[src/dnconv_cfg_pkg.sv]
// Constants and types shared by the downconverter configuration register block
// Functional notes
// - Acknowledge byte returned after every frame with address below 0x30
// - Address 0x12 loads 56-bit LO word, retunes
// - 0x13 bit 0 picks external Osc_source_pick
// - 0x14 bit 0 enables RF preamplifier
// - Attenuation byte; bits 10:8 pick attenuator
// - 0x16 bit 0 bypasses conversion path
// - 0x17 bit 0 low shunts IF output
// - 0x18 picks one of 16 bandwidths
// - 0x19 bit 0 picks upper sideband
// - 0x1A external lock and reference port direction
// - Backplane clock export only on backplane variant
// - 0x1B loads 14-bit reference trim word
// - 0x1C saves settings as startup defaults
// - 0x1D starts calibration, bit 0 picks oscillator
// - 0x1E field 1:0 sets power state
// - Auto bit 1 lets algorithm change preamp
// - Onboard compute only on query 0x30 value 13
// - Target levels are 7-bit magnitude plus sign
// - Exact byte count per register keeps framing
`default_nettype none
package dnconv_cfg_pkg;

    // ------------------------------------------------------------------
    // Register addresses
    // ------------------------------------------------------------------
    localparam logic [7:0] ADDR_RF_FREQ = 8'h10;
    localparam logic [7:0] ADDR_IF_FREQ = 8'h11;
    localparam logic [7:0] ADDR_LO_TUNE = 8'h12;
    localparam logic [7:0] ADDR_OSC_SRC = 8'h13;
    localparam logic [7:0] ADDR_PREAMP = 8'h14;
    localparam logic [7:0] ADDR_ATTEN = 8'h15;
    localparam logic [7:0] ADDR_BYPASS = 8'h16;
    localparam logic [7:0] ADDR_OUT_GATE = 8'h17;
    localparam logic [7:0] ADDR_LOWPASS = 8'h18;
    localparam logic [7:0] ADDR_SIDE = 8'h19;
    localparam logic [7:0] ADDR_REFCLK = 8'h1A;
    localparam logic [7:0] ADDR_TRIM = 8'h1B;
    localparam logic [7:0] ADDR_SAVE = 8'h1C;
    localparam logic [7:0] ADDR_CAL = 8'h1D;
    localparam logic [7:0] ADDR_POWER = 8'h1E;
    localparam logic [7:0] ADDR_AUTO = 8'h1F;
    localparam logic [7:0] ADDR_QUERY = 8'h30;
    localparam logic [7:0] ADDR_SPI_OUT = 8'h34;
    localparam logic [7:0] ADDR_SPI_OUT2 = 8'h36;

    // ------------------------------------------------------------------
    // Frame lengths (last data byte index) and misc values
    // ------------------------------------------------------------------
    localparam logic [2:0] LAST_ONE = 3'h0;
    localparam logic [2:0] LAST_THREE = 3'h2;
    localparam logic [2:0] LAST_SEVEN = 3'h6;
    localparam logic [7:0] QUERY_COMPUTE = 8'h0D;
    localparam logic [7:0] ACK_VALUE = 8'h00;
    localparam logic [2:0] ATTEN_RF = 3'h0;
    localparam logic [2:0] ATTEN_IF = 3'h1;

    // ------------------------------------------------------------------
    // Field positions
    // ------------------------------------------------------------------
    localparam int ATT_SEL_LSB = 8;
    localparam int REF_EXPORT_BIT = 1;
    localparam int REF_DIR_BIT = 2;
    localparam int AUTO_PREAMP_BIT = 1;
    localparam int AUTO_LIN_LSB = 2;
    localparam int AUTO_HW_BIT = 5;
    localparam int IF_LVL_LSB = 8;
    localparam int MIX_LVL_LSB = 16;
    localparam int RF_LVL_LSB = 24;
    localparam int LVL_SIGN_OFS = 7;

    // Signed target level: magnitude in dB steps, sign high means negative
    typedef struct packed {
        logic neg;
        logic [6:0] mag;
    } level_t;

    // Settings driven into the RF hardware
    typedef struct packed {
        logic [55:0] lo_freq;
        logic lo_ext;
        logic preamp_on;
        logic [7:0] rf_atten;
        logic [7:0] if_atten;
        logic bypass;
        logic if_out_on;
        logic [3:0] filter_bw;
        logic upper_sb;
        logic ext_ref_lock_on;
        logic backplane_ref_export;
        logic ref_port_out;
        logic [13:0] trim_word;
        logic cal_osc_sel;
        logic [1:0] power_mode;
        logic sw_auto;
        logic auto_preamp;
        logic [2:0] linearity;
        logic onboard_calc_on;
        level_t if_lvl;
        level_t mix_lvl;
        level_t rf_lvl;
    } cfg_t;

    // One-cycle action strobes
    typedef struct packed {
        logic lo_retune;
        logic save_defaults;
        logic cal_start;
        logic auto_apply;
        logic gain_from_last;
    } evt_t;

    localparam cfg_t CFG_RST = '0;
    localparam evt_t EVT_NONE = '0;

endpackage : dnconv_cfg_pkg
`default_nettype wire

[src/downconverter_config_regs.sv]
// Byte-framed write-only configuration register block of the downconverter
`timescale 1ns/1ns
`default_nettype none
module downconverter_config_regs #(
    parameter bit BACKPLANE_VARIANT = 1'b1
) (
    // Clock, reset, enable
    input wire logic clk_i,
    input wire logic rst_n_i,
    input wire logic ce_i,
    // Incoming byte stream from the host interface
    input wire logic rx_valid_i,
    input wire logic [7:0] rx_byte_i,
    // Preamp decision from the onboard auto-conversion engine
    input wire logic algo_preamp_we_i,
    input wire logic algo_preamp_i,
    // Acknowledge byte back to the host interface
    output logic ack_valid_o,
    output logic [7:0] ack_byte_o,
    // Settings and action strobes
    output dnconv_cfg_pkg::cfg_t cfg_o,
    output dnconv_cfg_pkg::evt_t evt_o
);
    import dnconv_cfg_pkg::*;

    // ------------------------------------------------------------------
    // Types and functions
    // ------------------------------------------------------------------

    // Frame parser states
    typedef enum logic [0:0] {
        ST_ADDR = 1'b0,
        ST_DATA = 1'b1
    } fsm_t;

    // Index of the last data byte for an address byte
    function automatic logic [2:0] last_idx(input logic [7:0] addr);
        logic [2:0] r;
        r = LAST_ONE;
        unique case (addr)
            ADDR_RF_FREQ, ADDR_IF_FREQ, ADDR_LO_TUNE: r = LAST_SEVEN;
            ADDR_AUTO, ADDR_SPI_OUT, ADDR_SPI_OUT2: r = LAST_SEVEN;
            ADDR_ATTEN, ADDR_TRIM: r = LAST_THREE;
            default: r = LAST_ONE;
        endcase
        return r;
    endfunction : last_idx

    // Place a byte into a little-endian word at the given byte index
    function automatic logic [55:0] put_byte(input logic [55:0] w,
                                             input logic [2:0] idx,
                                             input logic [7:0] b);
        logic [55:0] r;
        r = w;
        r[idx*8 +: 8] = b;
        return r;
    endfunction : put_byte

    // Pick a signed level out of the auto-conversion word
    function automatic level_t get_lvl(input logic [31:0] w, input int lsb);
        level_t r;
        r.mag = w[lsb +: 7];
        r.neg = w[lsb + LVL_SIGN_OFS];
        return r;
    endfunction : get_lvl

    // ------------------------------------------------------------------
    // Frame parser state
    // ------------------------------------------------------------------
    fsm_t state_ff; // Expecting address or data
    logic [7:0] addr_ff; // Address byte of the frame in progress
    logic [2:0] idx_ff; // Index of the next data byte
    logic [2:0] last_ff; // Index of the final data byte
    logic [55:0] data_ff; // Data bytes gathered so far
    logic [55:0] word; // Full data word including the current byte
    logic done; // Final data byte arrives this cycle
    logic take; // A byte is accepted this cycle

    assign take = ce_i && rx_valid_i;
    assign done = take && (state_ff == ST_DATA) && (idx_ff == last_ff);
    assign word = put_byte(data_ff, idx_ff, rx_byte_i);

    // Address byte opens a frame; count data bytes until its length
    always_ff @(posedge clk_i) begin
        if (!rst_n_i) begin
            state_ff <= ST_ADDR;
            addr_ff <= 8'h00;
            idx_ff <= 3'h0;
            last_ff <= 3'h0;
        end else if (take) begin
            unique case (state_ff)
                ST_ADDR: begin
                    // Every register carries at least one data byte
                    state_ff <= ST_DATA;
                    addr_ff <= rx_byte_i;
                    idx_ff <= 3'h0;
                    // Length fixed by address: 2, 4, 8 byte frames
                    last_ff <= last_idx(rx_byte_i);
                end
                ST_DATA: begin
                    if (idx_ff == last_ff) begin
                        state_ff <= ST_ADDR;
                    end else begin
                        idx_ff <= idx_ff + 3'h1;
                    end
                end
            endcase
        end
    end

    // Gather data bytes, cleared when a frame opens
    always_ff @(posedge clk_i) begin
        if (!rst_n_i) begin
            data_ff <= 56'h0;
        end else if (take) begin
            if (state_ff == ST_ADDR) begin
                data_ff <= 56'h0;
            end else begin
                data_ff <= word;
            end
        end
    end

    // ------------------------------------------------------------------
    // Acknowledge
    // ------------------------------------------------------------------

    // One acknowledge byte after each frame whose address is below 0x30
    always_ff @(posedge clk_i) begin
        if (!rst_n_i) begin
            ack_valid_o <= 1'b0;
            ack_byte_o <= 8'h00;
        end else if (ce_i) begin
            ack_valid_o <= done && (addr_ff < ADDR_QUERY);
            ack_byte_o <= ACK_VALUE;
        end
    end

    // ------------------------------------------------------------------
    // Settings
    // ------------------------------------------------------------------

    // Decode finished frames; only defined fields are kept
    always_ff @(posedge clk_i) begin
        if (!rst_n_i) begin
            cfg_o <= CFG_RST;
        end else if (ce_i) begin
            if (done) begin
                unique case (addr_ff)
                    ADDR_LO_TUNE: begin
                        cfg_o.lo_freq <= word;
                    end
                    ADDR_OSC_SRC: begin
                        cfg_o.lo_ext <= word[0];
                    end
                    ADDR_PREAMP: begin
                        cfg_o.preamp_on <= word[0];
                    end
                    ADDR_ATTEN: begin
                        // Step 0.5 dB on RF, 0.25 dB on IF
                        if (word[ATT_SEL_LSB +: 3] == ATTEN_RF) begin
                            cfg_o.rf_atten <= word[7:0];
                        end else if (word[ATT_SEL_LSB +: 3] == ATTEN_IF) begin
                            cfg_o.if_atten <= word[7:0];
                        end
                    end
                    ADDR_BYPASS: begin
                        cfg_o.bypass <= word[0];
                    end
                    ADDR_OUT_GATE: begin
                        // Low shunts the IF port to ground
                        cfg_o.if_out_on <= word[0];
                    end
                    ADDR_LOWPASS: begin
                        // 0 narrowest, 15 widest
                        cfg_o.filter_bw <= word[3:0];
                    end
                    ADDR_SIDE: begin
                        cfg_o.upper_sb <= word[0];
                    end
                    ADDR_REFCLK: begin
                        // Low keeps the internal 10 MHz reference
                        cfg_o.ext_ref_lock_on <= word[0];
                        cfg_o.ref_port_out <= word[REF_DIR_BIT];
                        // Serial variant ignores the export bit
                        cfg_o.backplane_ref_export <=
                            BACKPLANE_VARIANT && word[REF_EXPORT_BIT];
                    end
                    ADDR_TRIM: begin
                        cfg_o.trim_word <= word[13:0];
                    end
                    ADDR_CAL: begin
                        cfg_o.cal_osc_sel <= word[0];
                    end
                    ADDR_POWER: begin
                        // 0 full power, 1 synth down, 2 device down
                        cfg_o.power_mode <= word[1:0];
                    end
                    ADDR_AUTO: begin
                        cfg_o.sw_auto <= word[0];
                        cfg_o.auto_preamp <= word[AUTO_PREAMP_BIT];
                        cfg_o.linearity <= word[AUTO_LIN_LSB +: 3];
                        cfg_o.onboard_calc_on <= word[AUTO_HW_BIT];
                        cfg_o.if_lvl <= get_lvl(word[31:0], IF_LVL_LSB);
                        cfg_o.mix_lvl <= get_lvl(word[31:0], MIX_LVL_LSB);
                        cfg_o.rf_lvl <= get_lvl(word[31:0], RF_LVL_LSB);
                    end
                    default: begin
                        // Other addresses leave the settings alone
                    end
                endcase
            end else if (algo_preamp_we_i && cfg_o.auto_preamp) begin
                // Algorithm may steer the preamp only when allowed
                cfg_o.preamp_on <= algo_preamp_i;
            end
        end
    end

    // ------------------------------------------------------------------
    // Action strobes
    // ------------------------------------------------------------------

    // One-cycle strobes raised by the final byte of a frame
    always_ff @(posedge clk_i) begin
        if (!rst_n_i) begin
            evt_o <= EVT_NONE;
        end else if (ce_i) begin
            evt_o.lo_retune <= done && (addr_ff == ADDR_LO_TUNE);
            evt_o.save_defaults <= done && (addr_ff == ADDR_SAVE);
            evt_o.cal_start <= done && (addr_ff == ADDR_CAL);
            // Query 13 applies the targets only with onboard compute on
            evt_o.auto_apply <= done && (addr_ff == ADDR_QUERY)
                && (word[7:0] == QUERY_COMPUTE) && cfg_o.onboard_calc_on;
            evt_o.gain_from_last <= done && (addr_ff == ADDR_QUERY)
                && (word[7:0] == QUERY_COMPUTE) && !cfg_o.onboard_calc_on;
        end
    end

endmodule : downconverter_config_regs
`default_nettype wire

[config.mk]
export PLATFORM = sky130hd
export DESIGN_NAME = downconverter_config_regs
export DESIGN_NICKNAME = d
export VERILOG_FILES = /design/src/dnconv_cfg_pkg.sv /design/src/downconverter_config_regs.sv
export SDC_FILE = /design/constraint.sdc
export NUM_CORES = 1
export LEC_CHECK = 0
export BUFFER_PORTS_ARGS = -buffer_cell sky130_fd_sc_hd__buf_2
export CAP_MARGIN = 15
export CORE_UTILIZATION = 55
export DETAILED_ROUTE_END_ITERATION = 7
export HOLD_SLACK_MARGIN = 0.15
export PLACE_DENSITY = 0.76
export SKIP_CTS_REPAIR_TIMING = 1
export SLEW_MARGIN = 20
export SYNTH_ARGS = -nofsm -noshare
export SYNTH_HDL_FRONTEND = slang
export SYNTH_SLANG_ARGS = --single-unit
[constraint.sdc]
create_clock -name clk_i -period 8.8 [get_ports clk_i]
set_input_delay 1.76 -clock clk_i [delete_from_list [all_inputs] [get_ports clk_i]]
set_output_delay 1.76 -clock clk_i [all_outputs]
set_load 0.01 [all_outputs]
==> run metrics, run 1 <==
Hold/Removal Path Class=reg2reg; maximum clock rate=265 MHz; Post-synth top cells=dfxtp_1 (207), nand2_1 (151), o211a_1 (91), mux2i_1 (66), nor2b_1 (63); relative slew slack=0.289; drt first pass iters=5; PD cells=185 nW/um2; share of the synthesized area in the top cell type=0.452; status=finished clean; largest family of logic cells by synthesized area=simple AND/OR/NAND/NOR gates; final non-filler cell total=about 1300; number of setup violations in the final report=0; Final Total Pwr=1960 uW; Synth cell types=59; post-synthesis compound-gate area fraction=0.184; antenna violations before repair=0; CP Data Required Time=9.24 ns; most numerous cell in the Yosys netlist=dfxtp_1; setup_tns=0 ns; skew final=0.0132 ns; Period minus WS final=3.77 ns; Top FF cell, synth=dfxtp_1; Final HPWL DP=13.9 mm; mux cell area share after synthesis=0.0936; Initial Utilization=0.571; CTS buffer count=22; I/O Buffers=150; Remaining DRCs=0; aggregate global-route resource usage=0.249; Pleak=0.00542 uW; largest net degree at the start of global routing=116; Yosys Warn Count=0; Remaining Overflow, GRT=0; nets@finish=1078; ANT nets after route=0; CTS sink cnt=207; via-per-instance ratio=5.60; diode count=0; Iter 0 DRT Violations=416; top fanout value on the critical path=21; synthesized area per cell=9.59 um2; die width=~130 um; Post-synth EDFFs=0; vias in the first global route=6728; Root Buffer=clkbuf_16; Die Footprint=17200 um2; xor/xnor cell area share of the yosys netlist=0.00478; worst vdd ir=between 100 and 150 uV; CP arrival=roughly 4.2 ns; post-synthesis adder-cell area fraction=0.00956; #FFs+latches synth=207; synthesized cell area=9160 um2; Final Util=0.660; RSZ-0062 raised after global routing=false; critical path class=reg2reg; P&R area growth vs syn=15.6%; layout cells sized above 1=0.210; row count=46; routed vias=7204; Startpoint Class=flop; clk_lat worst skew=0.51 ns; final period utilization=0.429; dpl cells=1248; simple-gate portion of the synthesized area=0.203; DRT Wirelength=around 21 mm; maxcap violations=0; htree depth=1; CTS tree=built; gpl congestion=0.875; Synth area leaders=dfxtp_1 (45%), o211a_1 (9.9%), mux2i_1 (7.2%); Final Hold Viols=0; Routed WL per cell=around 17 um; Final Slew Violations=0; die height=~130 um; clk slew on worst S/H paths=0.06 ns; cell accounting for the most synthesized area=dfxtp_1; Core Box Area=16100 um2; clock buffer depth=3; num ports=159; critical path endpoint category=flop; async set-reset flop share out of synthesis=0; Seq/Total Area, Yosys=0.452; first-pass GRT wire length=33.9 mm; Worst Tran Pin Value=between 1 and 1.5 ns; cells after synthesis=between 900 and 1000
-- placed cells by master (no fill, tap or decap), types with 3 or more instances in the layout --
master     instances
dfxtp_1          207
and4_1             3
clkbuf_1           6
nand4_1            8
o21ai_1            5
and2_1            53
nand2_1          150
nor2_1            14
o21ai_0           46
nor3_1             4
a21oi_1            7
a22oi_1           37
and3_1             6
conb_1             8
nor2b_1           63
inv_1             11
o21a_1             3
nand3_1           14
buf_4              8
clkbuf_8           6
a21boi_0           6
mux2i_1           66
nor3b_1            3
nor4_1             3
o21bai_1           3
o211a_1           91
ha_1               7
mux2_2            15
clkbuf_16         22
buf_2            149
-- report_power, final --
part	internal, uW	switching [uW]
combinational	23.0	57.9
sequential	940	4.64
clock	570	365
total	1530	428
-- worst paths after layout --
| kind | from | end | slack, ns | depth (start not counted) |
|---|---|---|---|---|
| max | idx_ff[0] | cfg_o[76] | 5.03 | 8 |
| min reg2reg | cfg_o[66] | cfg_o[66] | 0.45 | 2 |
| min | cfg_o[66] | cfg_o[66] | 0.45 | 2 |
| max reg2reg | idx_ff[0] | cfg_o[76] | 5.03 | 8 |
-- stage by stage --
stage	cell area [um2]	setup slack, ns	hold WS [ns]
2_1_floorplan	9190	5.62	0.473
3_3_place_gp	9830	4.87	0.434
3_5_place_dp	9830	4.81	0.442
4_1_cts	10600	5.05	0.451
5_1_grt	10600	4.63	0.483
6_report	10600	5.03	0.451
-- critical path, cell delays in order (launching register included) --
cell	delay [ns]
dfxtp_1	0.78
inv_1	0.22
ha_1	0.28
ha_1	0.41
nor4b_1	0.29
nand3_1	0.58
mux2i_2	0.84
mux2i_1	0.17
nor2b_1	0.14
-- registers in the layout, indices dropped and copies added (netlist names) --
register     cells
state_ff         1
idx_ff           3
data_ff         56
addr_ff          8
last_ff          2
ack_valid_o      1
cfg_o          131
evt_o            5
-- logic make-up (layout without fill, tap and decap cells) --
| family | after synthesis | in the layout |
|---|---|---|
| adders and majority gates | 7 | 7 |
| DFF | 207 | 207 |
| buffers and inverters | 98 | 207 |
| xor gates and xnor gates | 2 | 2 |
| AOI/OAI and AO/OA | 211 | 211 |
| and+or+nand+nor | 346 | 346 |
| other | 1 | 8 |
| muxes | 83 | 83 |
-- routing by layer --
layer	wire [um]	track usage
met1	9240	0.310
met2	10400	0.437
met3	1160	0.0325
met4	576	0.0933
met5	0	0
-- area by class of cell --
type | instances | area (um2)
inverter | 11 | 41.3
sequential | 207 | 4140
clock inverter | 4 | 81.3
tap | 216 | 270
timing repair buffer | 158 | 826
clock buffer | 34 | 656
multi-input combinational | 657 | 4570
fill | 1326 | 5470
Power figures use the tool's default switching activity.
==> run 2, diff against run 1 <==
- clock period: 8.8 -> 3.6 ns (I/O delays scaled with it)
==> run 2 against run 1 <==
Compared with the run above:
- first-iteration DRC count grew 37%
- critical path depth is the same
- global-route usage grew 0.32 points
- worst hold slack is essentially flat
- flip-flop and latch count is the same
- non-clock buffer count grew 8
- die area is the same
- core utilization grew 0.92 points
- worst setup slack lost 4.5 ns
- critical path type unchanged
- largest power group is now the clock network
==> run metrics, run 2 (synthesis gave the netlist of run 1 again) <==
Hold WS=0.451 ns (+0.0000460 ns); Iter 0 DRT Violations=568 (+37%); slowest CP cell=nor4b_4; Worst Tran Pin Value=0.870 ns (-0.197 ns); DRT Wirelength=21.9 mm (+2.6%); P_int=3960 uW (+160%); Final HPWL DP=14.1 mm (+1.6%); switching component of the power=1060 uW (+150%); first-pass GRT wire length=34.0 mm (+0.14%); clock buffer depth=3 (unchanged); Root Buffer=clkbuf_16; maximum clock rate=325 MHz (+23%); area post-placement=9920 um2 (+0.92%); largest registers=cfg_o x131, data_ff x56, addr_ff x8; top fanout value on the critical path=16 (-24%); CP bufs+invs=1 (unchanged); clk slew on worst S/H paths=0.06 ns (about the same); Period minus WS final=3.07 ns (-0.699 ns); CP Data Required Time=3.98 ns (-5.26 ns); reg2reg setup slack=0.53 ns (-4.50 ns); Routed WL per cell=16.9 um (+1.8%); num ports=159 (unchanged); antenna violations before repair=0 (unchanged); largest net degree at the start of global routing=151 (+30%); CTS tree=built; Gate power share=0.042 (about the same); commonest non-fill, non-tap cells in the layout=dfxtp_1 (207), nand2_1 (150), buf_2 (149); die height=131 um (unchanged); CTS buffer count=22 (unchanged); worst hold start=cfg_o[66]; critical path class=reg2reg; final period utilization=0.854 (+0.425); worst-path cell chain=inv_1 > ha_1 > ha_1 > and4_1 > a22oi_2 > nor4b_4 > nand2_1 > o211a_1; skew final=0.0115 ns (-0.00172 ns); max reg flops=131 (unchanged); aggregate global-route resource usage=0.252 (+0.00320); fin area=10700 um2 (+1.4%); sequential share of power=0.459 (-0.023); Die Footprint=17200 um2 (unchanged); drt first pass iters=5 (unchanged); relative slew slack=0.419 (+0.130); dpl ws=0.572 ns (-4.24 ns); layout cells sized above 1=0.221 (+0.0110); status=finished clean; ANT nets after route=0 (unchanged); htree depth=1 (unchanged); Remaining DRCs=0 (unchanged); Clock Power Share=0.499 (+0.022); Final Slew Violations=0 (unchanged); I/O Buffers=150 (unchanged); setup_tns=0 ns (unchanged); via-per-instance ratio=5.58 (-0.37%); Top delay family on crit path=simple AND/OR/NAND/NOR gates; Initial Utilization=0.571 (unchanged); Startpoint Class=flop; Final Total Pwr=5030 uW (+160%); P&R area growth vs syn=17.2%; most frequent cell on the critical path=ha_1; number of setup violations in the final report=0 (unchanged); slowest stage delay, CP=0.71 ns (-0.13 ns); Worst Setup SP=idx_ff[1]; nets@finish=1086 (+0.74%); routed vias=7233 (+0.40%); Pleak=0.00551 uW (+1.8%); Core Box Area=16100 um2 (unchanged); CP arrival=3.46 ns (-0.75 ns); clk_lat worst skew=0.50 ns (about the same); CTS sink cnt=207 (unchanged); die width=131 um (unchanged); critical path endpoint category=flop; PD cells=468 nW/um2 (+150%); Hold/Removal Path Class=reg2reg; commonest non-fill, non-tap cell in the layout=dfxtp_1; final setup margin=0.527 ns (-4.50 ns); RSZ-0062 raised after global routing=false; switch share=0.212 (-0.00648); diode count=0 (unchanged); Remaining Overflow, GRT=0 (unchanged); Final Hold Viols=0 (unchanged); row count=46 (unchanged); most flop-heavy register=cfg_o; reg2reg start=idx_ff[1]; gpl congestion=0.803 (-8.3%); vias in the first global route=6538 (-2.8%); maxcap violations=0 (unchanged); worst vdd ir=386 uV (+160%)
[run 2: changes by cell type in the layout (fill, tap and decap cells not counted), sizes merged]
cell,previous run,this run
buf,158,166
clkinv,2,7
clkbuf,34,28
bufinv,2,5
[run 2: power by group through the flow]
stage	logic (uW)	registers, uW	clock network [uW]
after detailed placement	207	2360	0
after floorplan	150	2360	0
after CTS	208	2310	2540
after global routing	226	2310	2640
after global placement	205	2360	0
final	209	2310	2510
[run 2: worst min-delay path, delay by kind of cell, from the launching register on]
kind             cells  cell delay [ns]
AND/OR/NAND/NOR      1             0.05
flip-flops           1             0.30
AO/OA/AOI/OAI        1             0.05
[run 2: path summary, 6_finish.rpt]
| path | cells past startpoint | to |
|---|---|---|
| max | 8 | cfg_o[72] |
| min | 2 | cfg_o[66] |
| max reg2reg | 8 | cfg_o[72] |
| min reg2reg | 2 | cfg_o[66] |
[run 2: area by class of cell]
class	count	area (um2)
clock buffers	28	634
well taps	216	270
multi-input cells	657	4570
clock inverters	12	185
repair buffers	166	898
fillers	1306	5320
flip-flops and latches	207	4140
inverters	11	41.3
[run 2: per-layer routing]
layer,GRT usage,vias to the layer above,share of wire
met5,0,-,0
met4,0.0771,0,0.025
met3,0.0321,39,0.048
met2,0.445,219,0.49
met1,0.319,3414,0.43
li1,-,3561,-
[run 2: stage by stage]
stage                      util  cells
final                     0.669   1297
after floorplan               -    962
after detailed placement  0.618   1257
after global routing      0.669   1297
after CTS                 0.669   1297
after global placement    0.618   1257
